## src/hw/smfe_defines.svh

```systemverilog
`ifndef SMFE_DEFINES_SVH
`define SMFE_DEFINES_SVH

// Clock and bit framing
`define SMFE_CLK_MHZ 125
`define SMFE_CLK_NS 8
`define SMFE_BYTE_BITS 8
`define SMFE_ADDR_BITS 24
`define SMFE_SR_W 32

// Device timing figures, in their printed units
`define SMFE_PWRUP_US 250
`define SMFE_ENTER_US 3
`define SMFE_DPD_EXIT_US 400
`define SMFE_HIB_EXIT_US 450
`define SMFE_CS_HI_NS 50

// Mode byte upper nibbles
`define SMFE_XIP_ON 4'hA
`define SMFE_XIP_OFF 4'hF

// Counter widths for the long waits, bit count, dummy cycles and byte count
`define SMFE_CNT_W 17
`define SMFE_BITS_W 6
`define SMFE_DUM_W 5
`define SMFE_NB_W 16

`endif

```

## src/hw/smfe_pkg.sv

```systemverilog
package smfe_pkg;

  // Lane usage, command-address-data
  typedef enum logic [2:0] {
    LM_111 = 3'h0, LM_112 = 3'h1, LM_122 = 3'h2, LM_222 = 3'h3,
    LM_114 = 3'h4, LM_144 = 3'h5, LM_444 = 3'h6
  } smfe_lane_t;

  // Power request attached to an instruction, and the sleep state held
  typedef enum logic [1:0] {
    PW_NONE = 2'h0, PW_DPD = 2'h1, PW_HIB = 2'h2, PW_WAKE = 2'h3
  } smfe_pwr_t;

  // Instruction components
  typedef enum logic [1:0] {CP_CMD = 2'h0, CP_ADDR = 2'h1, CP_DATA = 2'h2} smfe_comp_t;

  // Gray codes along power-up, idle, setup, cmd, addr, mode byte, dummy, data, done
  typedef enum logic [3:0] {
    ST_PWRUP = 4'h0, ST_IDLE = 4'h1, ST_SETUP = 4'h3, ST_CMD = 4'h2,
    ST_ADDR = 4'h6, ST_XBYTE = 4'h7, ST_DUMMY = 4'h5, ST_DATA = 4'h4,
    ST_DONE = 4'hC, ST_PWAIT = 4'hD
  } smfe_state_t;

  // Number of lanes a component uses in a given mode
  function automatic logic [2:0] smfe_lane_w(smfe_lane_t m, smfe_comp_t c);
    logic [2:0] w;
    w = 3'h1;
    unique case (c)
      CP_CMD: w = (m == LM_444) ? 3'h4 : (m == LM_222) ? 3'h2 : 3'h1;
      CP_ADDR: w = (m == LM_444 || m == LM_144) ? 3'h4 :
                   (m == LM_222 || m == LM_122) ? 3'h2 : 3'h1;
      default: w = (m == LM_111) ? 3'h1 :
                   (m == LM_112 || m == LM_122 || m == LM_222) ? 3'h2 : 3'h4;
    endcase
    return w;
  endfunction

endpackage

```

## src/hw/smfe_host.sv

```systemverilog
`timescale 1ns/1ps
`include "smfe_defines.svh"
module smfe_host
  import smfe_pkg::*;
#(
  parameter int SCK_HALF = 4,
  parameter bit SPI_MODE3 = 1'b0,
  parameter int PWRUP_CYC = `SMFE_PWRUP_US * `SMFE_CLK_MHZ,
  parameter int DPD_EXIT_CYC = `SMFE_DPD_EXIT_US * `SMFE_CLK_MHZ,
  parameter int HIB_EXIT_CYC = `SMFE_HIB_EXIT_US * `SMFE_CLK_MHZ
) (
  input wire logic clk,
  input wire logic nrst,
  input wire logic start,
  input wire logic [`SMFE_BYTE_BITS-1:0] cmd,
  input wire smfe_lane_t lane_mode,
  input wire logic has_addr,
  input wire logic [`SMFE_ADDR_BITS-1:0] addr,
  input wire logic send_mode_byte,
  input wire logic [`SMFE_BYTE_BITS-1:0] mode_byte,
  input wire logic [`SMFE_DUM_W-1:0] dummy_cyc,
  input wire logic [`SMFE_NB_W-1:0] nbytes,
  input wire logic is_read,
  input wire smfe_pwr_t pwr_op,
  input wire logic wp_level,
  input wire logic [`SMFE_BYTE_BITS-1:0] wr_byte,
  output logic busy,
  output logic wr_take,
  output logic rd_valid,
  output logic [`SMFE_BYTE_BITS-1:0] rd_byte,
  output logic xip_active,
  output logic asleep,
  output logic sck,
  output logic cs_n,
  output logic [3:0] io_out,
  output logic [3:0] io_oe,
  input wire logic [3:0] io_in
);
  localparam int CW = `SMFE_CNT_W;
  localparam int ENTER_CYC = (`SMFE_ENTER_US * `SMFE_CLK_MHZ);
  localparam int CS_HI_CYC = (`SMFE_CS_HI_NS + `SMFE_CLK_NS - 1) / `SMFE_CLK_NS;

  // Read data crosses a two-flop synchroniser, so half a clock must cover it
  if (SCK_HALF < 4) begin : g_bad_half
    $error("SCK_HALF must be at least 4");
  end
  if (PWRUP_CYC < 1 || DPD_EXIT_CYC < 1 || HIB_EXIT_CYC < 1 ||
      PWRUP_CYC >= (1 << CW) || DPD_EXIT_CYC >= (1 << CW) || HIB_EXIT_CYC >= (1 << CW))
  begin : g_bad_cnt
    $error("wait counts must fit the wait counter");
  end

  smfe_state_t st_r, st_nxt;
  logic [CW-1:0] cnt_r, cnt_nxt;
  logic [`SMFE_BITS_W-1:0] bits_r, bits_nxt;
  logic [`SMFE_SR_W-1:0] sh_r, sh_nxt;
  logic [`SMFE_BYTE_BITS-1:0] rx_r, rx_nxt;
  logic [`SMFE_BYTE_BITS-1:0] cmd_r, cmd_nxt, mb_r, mb_nxt;
  logic [`SMFE_BYTE_BITS-1:0] rd_byte_r, rd_byte_nxt;
  logic [`SMFE_ADDR_BITS-1:0] addr_r, addr_nxt;
  logic [`SMFE_DUM_W-1:0] dum_r, dum_nxt;
  logic [`SMFE_NB_W-1:0] nb_r, nb_nxt;
  smfe_lane_t mode_r, mode_nxt;
  smfe_pwr_t pop_r, pop_nxt, sleep_r, sleep_nxt;
  logic has_addr_r, has_addr_nxt, mb_en_r, mb_en_nxt, rd_r, rd_nxt;
  logic xip_r, xip_nxt, cs_n_r, cs_n_nxt;
  logic wr_take_r, wr_take_nxt, rd_valid_r, rd_valid_nxt, busy_r;
  logic [3:0] io_out_r, io_oe_r;
  logic asleep_r;
  logic [3:0] io_s1_r, io_s2_r;
  logic enter;
  smfe_state_t ent;
  logic rise_evt, sck_idle;

  // Two flops per lane before anything looks at the pins
  for (genvar i = 0; i < 4; i++) begin : g_sync
    always_ff @(posedge clk or negedge nrst) begin
      if (!nrst) begin
        io_s1_r[i] <= 1'b0;
        io_s2_r[i] <= 1'b0;
      end else begin
        io_s1_r[i] <= io_in[i];
        io_s2_r[i] <= io_s1_r[i];
      end
    end
  end

  // Clock runs only inside the shifting phases
  wire run_w = (st_r == ST_CMD) || (st_r == ST_ADDR) || (st_r == ST_XBYTE) ||
               (st_r == ST_DUMMY) || (st_r == ST_DATA);

  smfe_sck_gen #(
    .HALF(SCK_HALF),
    .MODE3(SPI_MODE3)
  ) u_sck (
    .clk(clk),
    .nrst(nrst),
    .run(run_w),
    .sck(sck),
    .rise_evt(rise_evt),
    .sck_idle(sck_idle)
  );

  // Lane width and shift steps of the current component
  wire smfe_comp_t comp_cur = (st_r == ST_CMD) ? CP_CMD : (st_r == ST_DATA) ? CP_DATA : CP_ADDR;
  wire [2:0] w_cur = (st_r == ST_DUMMY) ? 3'h1 : smfe_lane_w(mode_r, comp_cur);
  wire last_bit = (bits_r <= {3'h0, w_cur});
  wire [`SMFE_SR_W-1:0] sh_step = sh_r << w_cur;
  wire [`SMFE_BYTE_BITS-1:0] rx_shift = (w_cur == 3'h4) ? {rx_r[3:0], io_s2_r} :
                                        (w_cur == 3'h2) ? {rx_r[5:0], io_s2_r[1:0]} :
                                        {rx_r[6:0], io_s2_r[1]};

  // Phase sequence after each component; absent parts are skipped
  wire smfe_state_t ph_after_dum = (nb_r != '0) ? ST_DATA : ST_DONE;
  wire smfe_state_t ph_after_xb = (dum_r != '0) ? ST_DUMMY : ph_after_dum;
  wire smfe_state_t ph_after_addr = mb_en_r ? ST_XBYTE : ph_after_xb;
  wire smfe_state_t ph_after_cmd = has_addr_r ? ST_ADDR : ph_after_addr;
  wire smfe_state_t ph_first = xip_r ? ph_after_cmd : ST_CMD;

  // Pin drive: host lanes follow the shift register, read phases float
  wire tx_active = (st_r == ST_CMD) || (st_r == ST_ADDR) || (st_r == ST_XBYTE) ||
                   ((st_r == ST_DATA) && !rd_r);
  wire [3:0] lane_mask = (w_cur == 3'h4) ? 4'hF : (w_cur == 3'h2) ? 4'h3 : 4'h1;
  wire [3:0] tx_bits = (w_cur == 3'h4) ? sh_r[31:28] :
                       (w_cur == 3'h2) ? {2'h0, sh_r[31:30]} : {3'h0, sh_r[31]};
  wire wp_lane = (mode_r == LM_111);
  wire [3:0] oe_nxt = (tx_active ? lane_mask : 4'h0) | (wp_lane ? 4'h4 : 4'h0);
  wire [3:0] out_nxt = (tx_active ? tx_bits : 4'h0) | (wp_lane ? {1'b0, wp_level, 2'h0} : 4'h0);

  // Sequencer; the phase loader at the bottom fills the shifter on entry
  always_comb begin
    st_nxt = st_r;
    cnt_nxt = cnt_r;
    bits_nxt = bits_r;
    sh_nxt = sh_r;
    rx_nxt = rx_r;
    cmd_nxt = cmd_r;
    mb_nxt = mb_r;
    addr_nxt = addr_r;
    dum_nxt = dum_r;
    nb_nxt = nb_r;
    mode_nxt = mode_r;
    pop_nxt = pop_r;
    sleep_nxt = sleep_r;
    has_addr_nxt = has_addr_r;
    mb_en_nxt = mb_en_r;
    rd_nxt = rd_r;
    xip_nxt = xip_r;
    cs_n_nxt = cs_n_r;
    wr_take_nxt = 1'b0;
    rd_valid_nxt = 1'b0;
    rd_byte_nxt = rd_byte_r;
    enter = 1'b0;
    ent = ST_DONE;
    unique case (st_r)
      ST_PWRUP: begin
        if (cnt_r == '0) st_nxt = ST_IDLE;
        else cnt_nxt = cnt_r - CW'(1);
      end
      ST_IDLE: begin
        cs_n_nxt = 1'b1;
        if (start) begin
          cmd_nxt = cmd;
          mode_nxt = lane_mode;
          addr_nxt = addr;
          has_addr_nxt = has_addr;
          mb_en_nxt = send_mode_byte && has_addr;
          mb_nxt = mode_byte;
          dum_nxt = dummy_cyc;
          nb_nxt = nbytes;
          rd_nxt = is_read;
          pop_nxt = pwr_op;
          cs_n_nxt = 1'b0;
          cnt_nxt = CW'(SCK_HALF - 1);
          st_nxt = ST_SETUP;
        end
      end
      ST_SETUP: begin
        if (cnt_r == '0) begin
          enter = 1'b1;
          ent = ph_first;
        end else begin
          cnt_nxt = cnt_r - CW'(1);
        end
      end
      ST_CMD, ST_ADDR, ST_XBYTE, ST_DUMMY: begin
        if (rise_evt) begin
          bits_nxt = bits_r - {3'h0, w_cur};
          sh_nxt = sh_step;
          if (last_bit) begin
            enter = 1'b1;
            ent = (st_r == ST_CMD) ? ph_after_cmd : (st_r == ST_ADDR) ? ph_after_addr :
                  (st_r == ST_XBYTE) ? ph_after_xb : ph_after_dum;
            if (st_r == ST_XBYTE && mb_r[7:4] == `SMFE_XIP_ON) xip_nxt = 1'b1;
            if (st_r == ST_XBYTE && mb_r[7:4] == `SMFE_XIP_OFF) xip_nxt = 1'b0;
          end
        end
      end
      ST_DATA: begin
        if (rise_evt) begin
          bits_nxt = bits_r - {3'h0, w_cur};
          sh_nxt = sh_step;
          rx_nxt = rx_shift;
          if (last_bit) begin
            rd_valid_nxt = rd_r;
            if (rd_r) rd_byte_nxt = rx_shift;
            enter = 1'b1;
            ent = (nb_r == `SMFE_NB_W'(1)) ? ST_DONE : ST_DATA;
            nb_nxt = nb_r - `SMFE_NB_W'(1);
          end
        end
      end
      ST_DONE: begin
        // Select stays low until the clock is parked at its idle level
        if (sck_idle) begin
          if (!cs_n_r) begin
            cs_n_nxt = 1'b1;
            cnt_nxt = CW'(CS_HI_CYC - 1);
          end else if (cnt_r != '0) begin
            cnt_nxt = cnt_r - CW'(1);
          end else begin
            unique case (pop_r)
              PW_DPD, PW_HIB: begin
                cnt_nxt = CW'(ENTER_CYC - 1);
                sleep_nxt = pop_r;
                st_nxt = ST_PWAIT;
              end
              PW_WAKE: begin
                cnt_nxt = (sleep_r == PW_HIB) ? CW'(HIB_EXIT_CYC - 1) :
                          CW'(DPD_EXIT_CYC - 1);
                sleep_nxt = PW_NONE;
                st_nxt = ST_PWAIT;
              end
              PW_NONE: st_nxt = ST_IDLE;
            endcase
          end
        end
      end
      ST_PWAIT: begin
        // Execute-in-place state is kept: the device keeps its setup asleep
        if (cnt_r == '0) st_nxt = ST_IDLE;
        else cnt_nxt = cnt_r - CW'(1);
      end
      default: begin
        st_nxt = ST_IDLE;
        cs_n_nxt = 1'b1;
      end
    endcase
    if (enter) begin
      st_nxt = ent;
      unique case (ent)
        ST_CMD: begin
          sh_nxt = {cmd_r, `SMFE_ADDR_BITS'(0)};
          bits_nxt = `SMFE_BITS_W'(`SMFE_BYTE_BITS);
        end
        ST_ADDR: begin
          sh_nxt = {addr_r, `SMFE_BYTE_BITS'(0)};
          bits_nxt = `SMFE_BITS_W'(`SMFE_ADDR_BITS);
        end
        ST_XBYTE: begin
          sh_nxt = {mb_r, `SMFE_ADDR_BITS'(0)};
          bits_nxt = `SMFE_BITS_W'(`SMFE_BYTE_BITS);
        end
        ST_DUMMY: bits_nxt = {1'b0, dum_r};
        ST_DATA: begin
          bits_nxt = `SMFE_BITS_W'(`SMFE_BYTE_BITS);
          if (!rd_r) begin
            sh_nxt = {wr_byte, `SMFE_ADDR_BITS'(0)};
            wr_take_nxt = 1'b1;
          end
        end
        default: bits_nxt = bits_r;
      endcase
    end
  end

  // Sequencer and datapath registers
  always_ff @(posedge clk or negedge nrst) begin
    if (!nrst) begin
      st_r <= ST_PWRUP;
      cnt_r <= CW'(PWRUP_CYC - 1);
      bits_r <= '0;
      sh_r <= '0;
      rx_r <= '0;
      cmd_r <= '0;
      mb_r <= '0;
      addr_r <= '0;
      dum_r <= '0;
      nb_r <= '0;
    end else begin
      st_r <= st_nxt;
      cnt_r <= cnt_nxt;
      bits_r <= bits_nxt;
      sh_r <= sh_nxt;
      rx_r <= rx_nxt;
      cmd_r <= cmd_nxt;
      mb_r <= mb_nxt;
      addr_r <= addr_nxt;
      dum_r <= dum_nxt;
      nb_r <= nb_nxt;
    end
  end

  // Request flags, mode state and pin registers
  always_ff @(posedge clk or negedge nrst) begin
    if (!nrst) begin
      mode_r <= LM_111;
      pop_r <= PW_NONE;
      sleep_r <= PW_NONE;
      has_addr_r <= 1'b0;
      mb_en_r <= 1'b0;
      rd_r <= 1'b0;
      xip_r <= 1'b0;
      cs_n_r <= 1'b1;
      wr_take_r <= 1'b0;
      rd_valid_r <= 1'b0;
      rd_byte_r <= '0;
      busy_r <= 1'b1;
      io_out_r <= 4'h0;
      io_oe_r <= 4'h0;
      asleep_r <= 1'b0;
    end else begin
      mode_r <= mode_nxt;
      pop_r <= pop_nxt;
      sleep_r <= sleep_nxt;
      has_addr_r <= has_addr_nxt;
      mb_en_r <= mb_en_nxt;
      rd_r <= rd_nxt;
      xip_r <= xip_nxt;
      cs_n_r <= cs_n_nxt;
      wr_take_r <= wr_take_nxt;
      rd_valid_r <= rd_valid_nxt;
      rd_byte_r <= rd_byte_nxt;
      busy_r <= (st_nxt != ST_IDLE);
      io_out_r <= out_nxt;
      io_oe_r <= oe_nxt;
      asleep_r <= (sleep_nxt != PW_NONE);
    end
  end

  assign busy = busy_r;
  assign wr_take = wr_take_r;
  assign rd_valid = rd_valid_r;
  assign rd_byte = rd_byte_r;
  assign xip_active = xip_r;
  // Registered so the sleep flag leaves the block glitch-free
  assign asleep = asleep_r;
  assign cs_n = cs_n_r;
  assign io_out = io_out_r;
  assign io_oe = io_oe_r;
endmodule // smfe_host

```

## src/hw/smfe_sck_gen.sv

```systemverilog
`timescale 1ns/1ps
// Serial clock divider; idles at the level of the chosen clock mode
module smfe_sck_gen #(
  parameter int HALF = 4,
  parameter bit MODE3 = 1'b0
) (
  input wire logic clk,
  input wire logic nrst,
  input wire logic run,
  output logic sck,
  output logic rise_evt,
  output logic sck_idle
);
  localparam int CW = $clog2(HALF + 1);
  localparam logic IDLE_LVL = MODE3;

  logic [CW-1:0] cnt_r;
  logic sck_r;
  logic rise_r;
  wire half_done = (cnt_r == CW'(HALF - 1));
  wire parked = !run && (sck_r == IDLE_LVL);

  // Keeps toggling after run drops until the idle level is back
  always_ff @(posedge clk or negedge nrst) begin
    if (!nrst) begin
      cnt_r <= '0;
      sck_r <= IDLE_LVL;
      rise_r <= 1'b0;
    end else begin
      rise_r <= !parked && half_done && !sck_r;
      if (parked || half_done) begin
        cnt_r <= '0;
      end else begin
        cnt_r <= cnt_r + CW'(1);
      end
      if (!parked && half_done) begin
        sck_r <= !sck_r;
      end
    end
  end

  assign sck = sck_r;
  assign rise_evt = rise_r;
  assign sck_idle = parked;
endmodule // smfe_sck_gen

```

## config.mk

```make
export PLATFORM = sky130hd
export DESIGN_NAME = smfe_host
export DESIGN_NICKNAME = d
export VERILOG_FILES = /design/src/hw/smfe_pkg.sv /design/src/hw/smfe_host.sv /design/src/hw/smfe_sck_gen.sv
export VERILOG_INCLUDE_DIRS = /design/src /design/src/hw
export SDC_FILE = /design/constraint.sdc
export NUM_CORES = 1
export LEC_CHECK = 0
export BUFFER_PORTS_ARGS = -buffer_cell sky130_fd_sc_hd__clkbuf_2
export CORE_ASPECT_RATIO = 0.7
export CORE_MARGIN = 5
export CORE_UTILIZATION = 45
export CTS_CLUSTER_DIAMETER = 120
export CTS_CLUSTER_SIZE = 20
export DETAILED_ROUTE_END_ITERATION = 8
export PLACE_DENSITY_LB_ADDON = 0.2
export SKIP_CTS_REPAIR_TIMING = 1
export SKIP_LAST_GASP = 1
export SYNTH_ARGS = -nofsm -noshare
export SYNTH_HDL_FRONTEND = slang
export SYNTH_SLANG_ARGS = --single-unit
```

## constraint.sdc

```tcl
create_clock -name clk -period 4.8 [get_ports clk]
set_clock_uncertainty 0.05 [all_clocks]
set_input_delay 0 -clock clk [delete_from_list [all_inputs] [get_ports clk]]
set_output_delay 0 -clock clk [all_outputs]
set_load 0.03 [all_outputs]
```

==> impl_metrics.json, run 1 <==
{
  "start_kind": "flop",
  "synth_edf_count": 0,
  "switching_share_pct": 23.3,
  "seqCellArea_sq_um": 4320,
  "nNetsFinal": 1207,
  "grt_util_all_layers_pct": 21.0,
  "maxSlewViolCount": 0,
  "clk_latency_ps": 430,
  "powerDensity_nw_per_um2": 264,
  "grt-ovfl-total": 0,
  "multiInputGateArea_sq_um": 4580,
  "via_per_inst": 5.77,
  "syn2layout_area_growth_pct": 23.9,
  "cts_tree": "done",
  "hpwl_mm": 17.4,
  "post-route-min-period_ps": 4350,
  "yosysMostFrequentCell": "dfrtp_1",
  "numClockSinks": 172,
  "fp.dieW_um": 181,
  "io_pins": 108,
  "wl_mm": 25.3,
  "drtIter0Drc": 885,
  "status": "finished clean",
  "end_kind": "flop",
  "clkPwrFrac_pct": 47.5,
  "synth_ff_type": "dfrtp_1",
  "drive_above_1_share_pct": 22.3,
  "max-vdd-ir-drop_uv": 234,
  "route.vias.total": 8061,
  "syn-cell-area_sq_um": 9230,
  "grt_pass1_wl_mm": 39.8,
  "share_seq_of_total_power_pct": 48.2,
  "drcViolationCount": 0,
  "antenna_left": 0,
  "htree_levels": 4,
  "cts_buffers": 17,
  "synth_top_cells_by_count": "dfrtp_1 (163), a21oi_1 (103), nor2_1 (89)",
  "hold_violations": 0,
  "min_path_type": "input port to asynchronous set/reset pin",
  "synth_top_cell_area_share_pct": 44.2,
  "fin_setup_tns_ps": 0,
  "cp.arrival_ps": 4620,
  "cts_root_buf": "clkbuf_16",
  "synth_cells": 947,
  "grt_pass1_vias": 7150,
  "intPower_w": 0.00232,
  "relSlewSlack_pct": 36.1,
  "grt_setup_unrepaired": "false",
  "cp-startpoint": "st_r[0]$_DFF_PN0_",
  "crit_fanout": 15,
  "numPortBuffers": 107,
  "leakage_nw": 5.25,
  "initial_utilization_pct": 46.1,
  "p_sw_w": 0.000702,
  "dieArea_sq_um": 23500,
  "synth_nets": 1041,
  "n_fill_cell": 1755,
  "drv_cap": 0,
  "yosysWarnings": 0,
  "grt_max_degree": 74,
  "antennaDiodeCount": 0,
  "routedWlPerCell_um": 18.1,
  "die-height_um": 130,
  "gp_congestion": 0.902,
  "synth_top_area_cell": "dfrtp_1",
  "required_ps": 5070,
  "critPathKind": "flop to flop",
  "first_pass_iters": 5,
  "fmax_mhz": 230,
  "setup_viol": 0,
  "fin_crit_sh_pct": 90.6,
  "avgSynthCellArea_sq_um": 9.75,
  "fp-row-count": 43,
  "cts_buffer_depth": 2,
  "clk_pin_slew_ps": 70,
  "ys_top_cells_by_area": "dfrtp_1 (44%), mux2_2 (6.7%), a21oi_1 (5.6%)",
  "synth_cell_type_count": 80,
  "power_frac_comb_pct": 4.3,
  "reg2reg_from": "st_r[0]$_DFF_PN0_",
  "fp.coreArea_sq_um": 20000,
  "p_total_w": 0.00302,
  "synthArstFlopShare_pct": 100,
  "synth-seq-cells": 172,
  "yosysSeqAreaShare_pct": 46.7,
  "antenna_found_initial": 0,
  "worstMarginPinSlew_ps": 949
}
-- routing by layer --
metal	wire [um]	share of wire, %	global-route usage (%)	vias to the layer above
met4	119	0.47	4.37	0
met2	10300	41	27.1	271
met5	0	0	0	-
li1	-	-	-	3844
met1	13200	52	35.2	3934
met3	1610	6.4	4.51	12
-- kinds of logic (layout without fill, tap and decap cells) --
| kind of cell | count (synthesis) | count (layout) | share of synthesized area (%) |
|---|---|---|---|
| buffers and inverters | 84 | 263 | 3.92 |
| multiplexers | 86 | 86 | 10.1 |
| flip-flops | 172 | 172 | 46.7 |
| AO/OA/AOI/OAI | 328 | 328 | 22.5 |
| XOR/XNOR | 3 | 3 | 0.285 |
| AND/OR/NAND/NOR | 265 | 265 | 15.2 |
| adder cells (fa/ha/maj) | 9 | 9 | 1.30 |
-- final timing paths --
path,slack (ps),end,cells past startpoint
worst max-delay path,450,sh_r[26]$_DFF_PN0_,16
worst min-delay path,100,nb_r[9]$_DFFE_PN0P_,2
worst max register to register,450,sh_r[26]$_DFF_PN0_,16
worst min register to register,300,io_s2_r[2]$_DFF_PN0_,0
max in group asynchronous,3330,mb_r[6]$_DFFE_PN0P_,3
min in group clk,160,io_s1_r[3]$_DFF_PN0_,2
-- power groups by stage --
stage | Sequential [W] | Combinational [W] | Clock [W]
global placement | 0.00148 | 0.0000768 | 0
CTS | 0.00145 | 0.0000769 | 0.00147
floorplan | 0.00148 | 0.00000466 | 0
detailed placement | 0.00148 | 0.0000765 | 0
finish | 0.00145 | 0.000129 | 0.00143
global route | 0.00145 | 0.000143 | 0.00152
-- area by class of cell --
| class | count | area share [%] |
|---|---|---|
| multi-input combinational | 691 | 40.0 |
| sequential | 172 | 37.7 |
| timing repair buffer | 210 | 13.3 |
| clock buffer | 17 | 3.72 |
| tap | 270 | 2.95 |
| clock inverter | 15 | 1.55 |
| inverter | 21 | 0.689 |
-- sequential cells by signal, summed over array words and instances (netlist names), 5 cells and up --
signal   flops
addr_r      24
cmd_r        8
dum_r        5
rd_byte      8
sh_r        32
nb_r        16
rx_r         7
mb_r         8
bits_r       6
cnt_r       17
-- cell usage in the layout (no fill, tap or decap), drive strengths merged, types with 8 or more instances in the layout --
cell type    count
dfstp            9
inv             30
o21ai           73
dfrtp          163
a21oi          104
a22oi           15
a222oi           8
nand2           58
buf             21
mux2            55
dlygate4sd3     83
mux2i           31
clkbuf         123
nor2            92
a211oi          25
nor4            10
o22ai           26
a21o            22
ha               8
nand3           17
nor3            29
-- worst max-delay path, stage by stage, from the launching register on --
cell and delay [ps]:
dfrtp_1 370, or4b_1 630, a21oi_1 190, a311oi_1 80, o21ai_4 160, ha_1 160, inv_1 60, fa_1 400
a21oi_1 260, o211ai_1 300, a221oi_1 330, o21ai_1 160, nor3_4 280, and2_1 210, buf_4 210, o22ai_1 110
a221o_1 270
-- metrics by stage --
stage / hold slack, ps / instances / utilization (%) / setup WS (ps) / area (sq um)
2_1_floorplan: -346 / 947 / - / 372 / 9230
3_3_place_gp: 26.0 / 1281 / 49.9 / 402 / 10000
3_5_place_dp: 25.6 / 1281 / 49.9 / 292 / 10000
4_1_cts: -437 / 1313 / 53.0 / 305 / 10600
5_1_grt: 155 / 1396 / 57.1 / 106 / 11400
6_report: 98.6 / 1396 / 57.1 / 450 / 11400
Note: power is estimated with default switching activity, not from simulation.
==> run 2, diff against run 1 <==
- BUFFER_PORTS_ARGS: -buffer_cell sky130_fd_sc_hd__clkbuf_2 -> default
- CAP_MARGIN: default -> 20
- DONT_BUFFER_PORTS: default -> 1
- SYNTH_HIERARCHICAL: default -> 1
==> run 2 against run 1 <==
  * Count of clock-buffer cells in the layout increased by 1
  * Synthesized area decreased by 0.16%
  * Power decreased by 0.63%
  * Via count increased by 0.66%
  * Worst hold slack got worse by 24 ps
  * Critical path depth increased by 1
  * Routed wire length about the same
  * Clock power about the same
  * Flip-flop and latch count unchanged
  * Largest cell class unchanged
  * Highest routed layer unchanged
==> impl_metrics.json, run 2 <==
{
  "gp_congestion": 0.850,
  "pre_cts_ws_ps": 250,
  "grt_pass1_wl_mm": 40.2,
  "via_per_inst": 5.66,
  "regMostFlops": "sh_r",
  "routedWlPerCell_um": 17.7,
  "cts_buffers": 17,
  "cts_root_buf": "clkbuf_16",
  "setup_viol": 0,
  "drive_above_1_share_pct": 9.02,
  "yosysSeqAreaShare_pct": 46.8,
  "dieArea_sq_um": 23500,
  "clk_latency_ps": 440,
  "fin_crit_sh_pct": 90.9,
  "antenna_left": 0,
  "final_area_sq_um": 10900,
  "drcViolationCount": 0,
  "setup_slack_ps": 435,
  "cts_buffer_depth": 2,
  "synth-seq-cells": 172,
  "leakage_nw": 4.98,
  "max-vdd-ir-drop_uv": 242,
  "hold_depth": 1,
  "fp.coreArea_sq_um": 20000,
  "synthAdderAreaFrac_pct": 1.30,
  "r2r-end": "sh_r[26]$_DFF_PN0_",
  "antennaDiodeCount": 0,
  "end_kind": "flop",
  "min_path_type": "input port to flop",
  "initial_utilization_pct": 46.2,
  "synth_cell_type_count": 77,
  "numPortBuffers": 0,
  "numClockSinks": 172,
  "hold_violations": 0,
  "hpwl_mm": 16.9,
  "nNetsFinal": 1245,
  "ys_top_cells_by_area": "dfrtp_1 (44%), nand2_1 (10%), nor2_1 (4.2%)",
  "status": "finished clean",
  "synth_nets": 1186,
  "final_common_cell": "nand2_1",
  "synth_top_family_by_area": "simple AND/OR/NAND/NOR gates",
  "cp.arrival_ps": 4670,
  "fp.dieW_um": 181,
  "die-height_um": 130,
  "yosys.area_share.simple_pct": 25.0,
  "io_pins": 108,
  "top_regs": "sh_r (32), addr_r (24), cnt_r (17)",
  "syn-cell-area_sq_um": 9220,
  "synth_edf_count": 0,
  "fp-row-count": 43,
  "crit_fanout": 9,
  "switching_share_pct": 22.1,
  "final_cell_mix": "nand2_1 (250), dfrtp_1 (163), nor2_1 (103)",
  "start_kind": "flop",
  "grt_setup_unrepaired": "false",
  "synth_xor_area_share_pct": 0.190,
  "wl_mm": 25.3,
  "maxSlewViolCount": 0,
  "cts_tree": "done",
  "critPathKind": "flop to flop",
  "reg2reg_from": "st_r[0]$_DFF_PN0_",
  "yosysWarnings": 6,
  "antenna_found_initial": 0,
  "synth_top_cell_area_share_pct": 44.3,
  "synth_ff_type": "dfrtp_1",
  "route.vias.total": 8114,
  "relSlewSlack_pct": 32.6,
  "synthArstFlopShare_pct": 100,
  "required_ps": 5110,
  "synth_top_cells_by_count": "nand2_1 (250), dfrtp_1 (163), nor2_1 (103)",
  "synth_compound_area_share_pct": 20.9,
  "first_pass_iters": 7,
  "hold_end": "io_s1_r[3]$_DFF_PN0_",
  "grt_util_all_layers_pct": 21.2,
  "ff2ff_path_depth": 17,
  "drtIter0Drc": 791,
  "synth_top_area_cell": "dfrtp_1",
  "clk_pin_slew_ps": 70,
  "place_area_sq_um": 9440,
  "synth_cells": 1092,
  "largest_reg_flops": 32,
  "powerDensity_nw_per_um2": 274,
  "power_frac_comb_pct": 3.1,
  "post-route-min-period_ps": 4370,
  "fmax_mhz": 229,
  "grt_pass1_vias": 7341,
  "reg2reg_slack_ps": 430,
  "p_sw_w": 0.000663,
  "synthMuxAreaShare_pct": 1.55,
  "avgSynthCellArea_sq_um": 8.44,
  "syn2layout_area_growth_pct": 18.7,
  "yosysMostFrequentCell": "nand2_1",
  "intPower_w": 0.00234,
  "grt-ovfl-total": 0,
  "clkPwrFrac_pct": 48.4,
  "fin_setup_tns_ps": 0,
  "drv_cap": 0,
  "share_seq_of_total_power_pct": 48.5,
  "worstMarginPinSlew_ps": 1010,
  "hold_start": "io_in[3]",
  "grt_max_degree": 173,
  "htree_levels": 4
}
[run 2: critical path, stage by stage (launching register included)]
cell and delay [ps]:
dfrtp_1 450, nand2b_1 280, o41ai_1 490, a211oi_4 120, inv_1 160, nand2_2 80
inv_2 60, ha_1 130, inv_1 60, fa_1 390, a21o_1 220, a211oi_2 360
o221ai_1 190, a31oi_1 150, a21boi_2 320, and4b_1 570, a22oi_2 90, o211ai_1 120
[run 2: layout make-up]
type                            count  area, sq um
Inverter                           27          101
Clock buffer                       18          429
Tap cell                          270          338
Multi-Input combinational cell    827         4540
Clock inverter                     14          188
Sequential cell                   172         4320
Timing Repair Buffer              106         1030
Fill cell                        1767         9020
[run 2: worst max path at each step]
stage / start / endpoint / slack, ps / depth (start not counted)
6_report: st_r[0]$_DFF_PN0_ / sh_r[26]$_DFF_PN0_ / 430 / 17
5_1_grt: st_r[0]$_DFF_PN0_ / sh_r[27]$_DFF_PN0_ / 70 / 17
2_1_floorplan: st_r[0]$_DFF_PN0_ / sh_r[24]$_DFF_PN0_ / 650 / 21
3_3_place_gp: st_r[0]$_DFF_PN0_ / sh_r[27]$_DFF_PN0_ / 410 / 17
3_5_place_dp: st_r[0]$_DFF_PN0_ / sh_r[28]$_DFF_PN0_ / 250 / 17
4_1_cts: st_r[0]$_DFF_PN0_ / sh_r[21]$_DFF_PN0_ / 240 / 17
[run 2: cell families after synthesis]
kind of cell               after synthesis
and+or+nand+nor                        513
AOI/OAI and AO/OA                      290
DFF                                    172
buffers and inverters                   93
muxes                                   13
adders and majority gates                9
xor gates and xnor gates                 2
[run 2: power by group through the flow]
stage	Clock [W]	Sequential (W)	Combinational [W]
final	0.00145	0.00146	0.0000933
after global placement	0	0.00148	0.00000551
after detailed placement	0	0.00148	0.00000548
after floorplan	0	0.00148	0.00000471
after CTS	0.00149	0.00145	0.00000550
after global routing	0.00155	0.00145	0.000104
[run 2: per-layer routing]
layer / vias to the layer above / global-route usage, % / wire length (um)
li1: 3975 / - / -
met1: 3882 / 32.2 / 12500
met2: 234 / 30.5 / 11100
met3: 23 / 4.99 / 1450
met4: 0 / 5.87 / 324
met5: - / 0 / 0
[run 2: per-stage QoR]
stage | hold slack (ps) | utilization [%] | instances | total power, W
floorplan | -346 | - | 1092 | 0.00149
global placement | -337 | 47.3 | 1316 | 0.00149
detailed placement | -339 | 47.3 | 1316 | 0.00149
CTS | -813 | 50.4 | 1348 | 0.00295
global route | 57.3 | 54.8 | 1434 | 0.00311
finish | 74.5 | 54.8 | 1434 | 0.00300
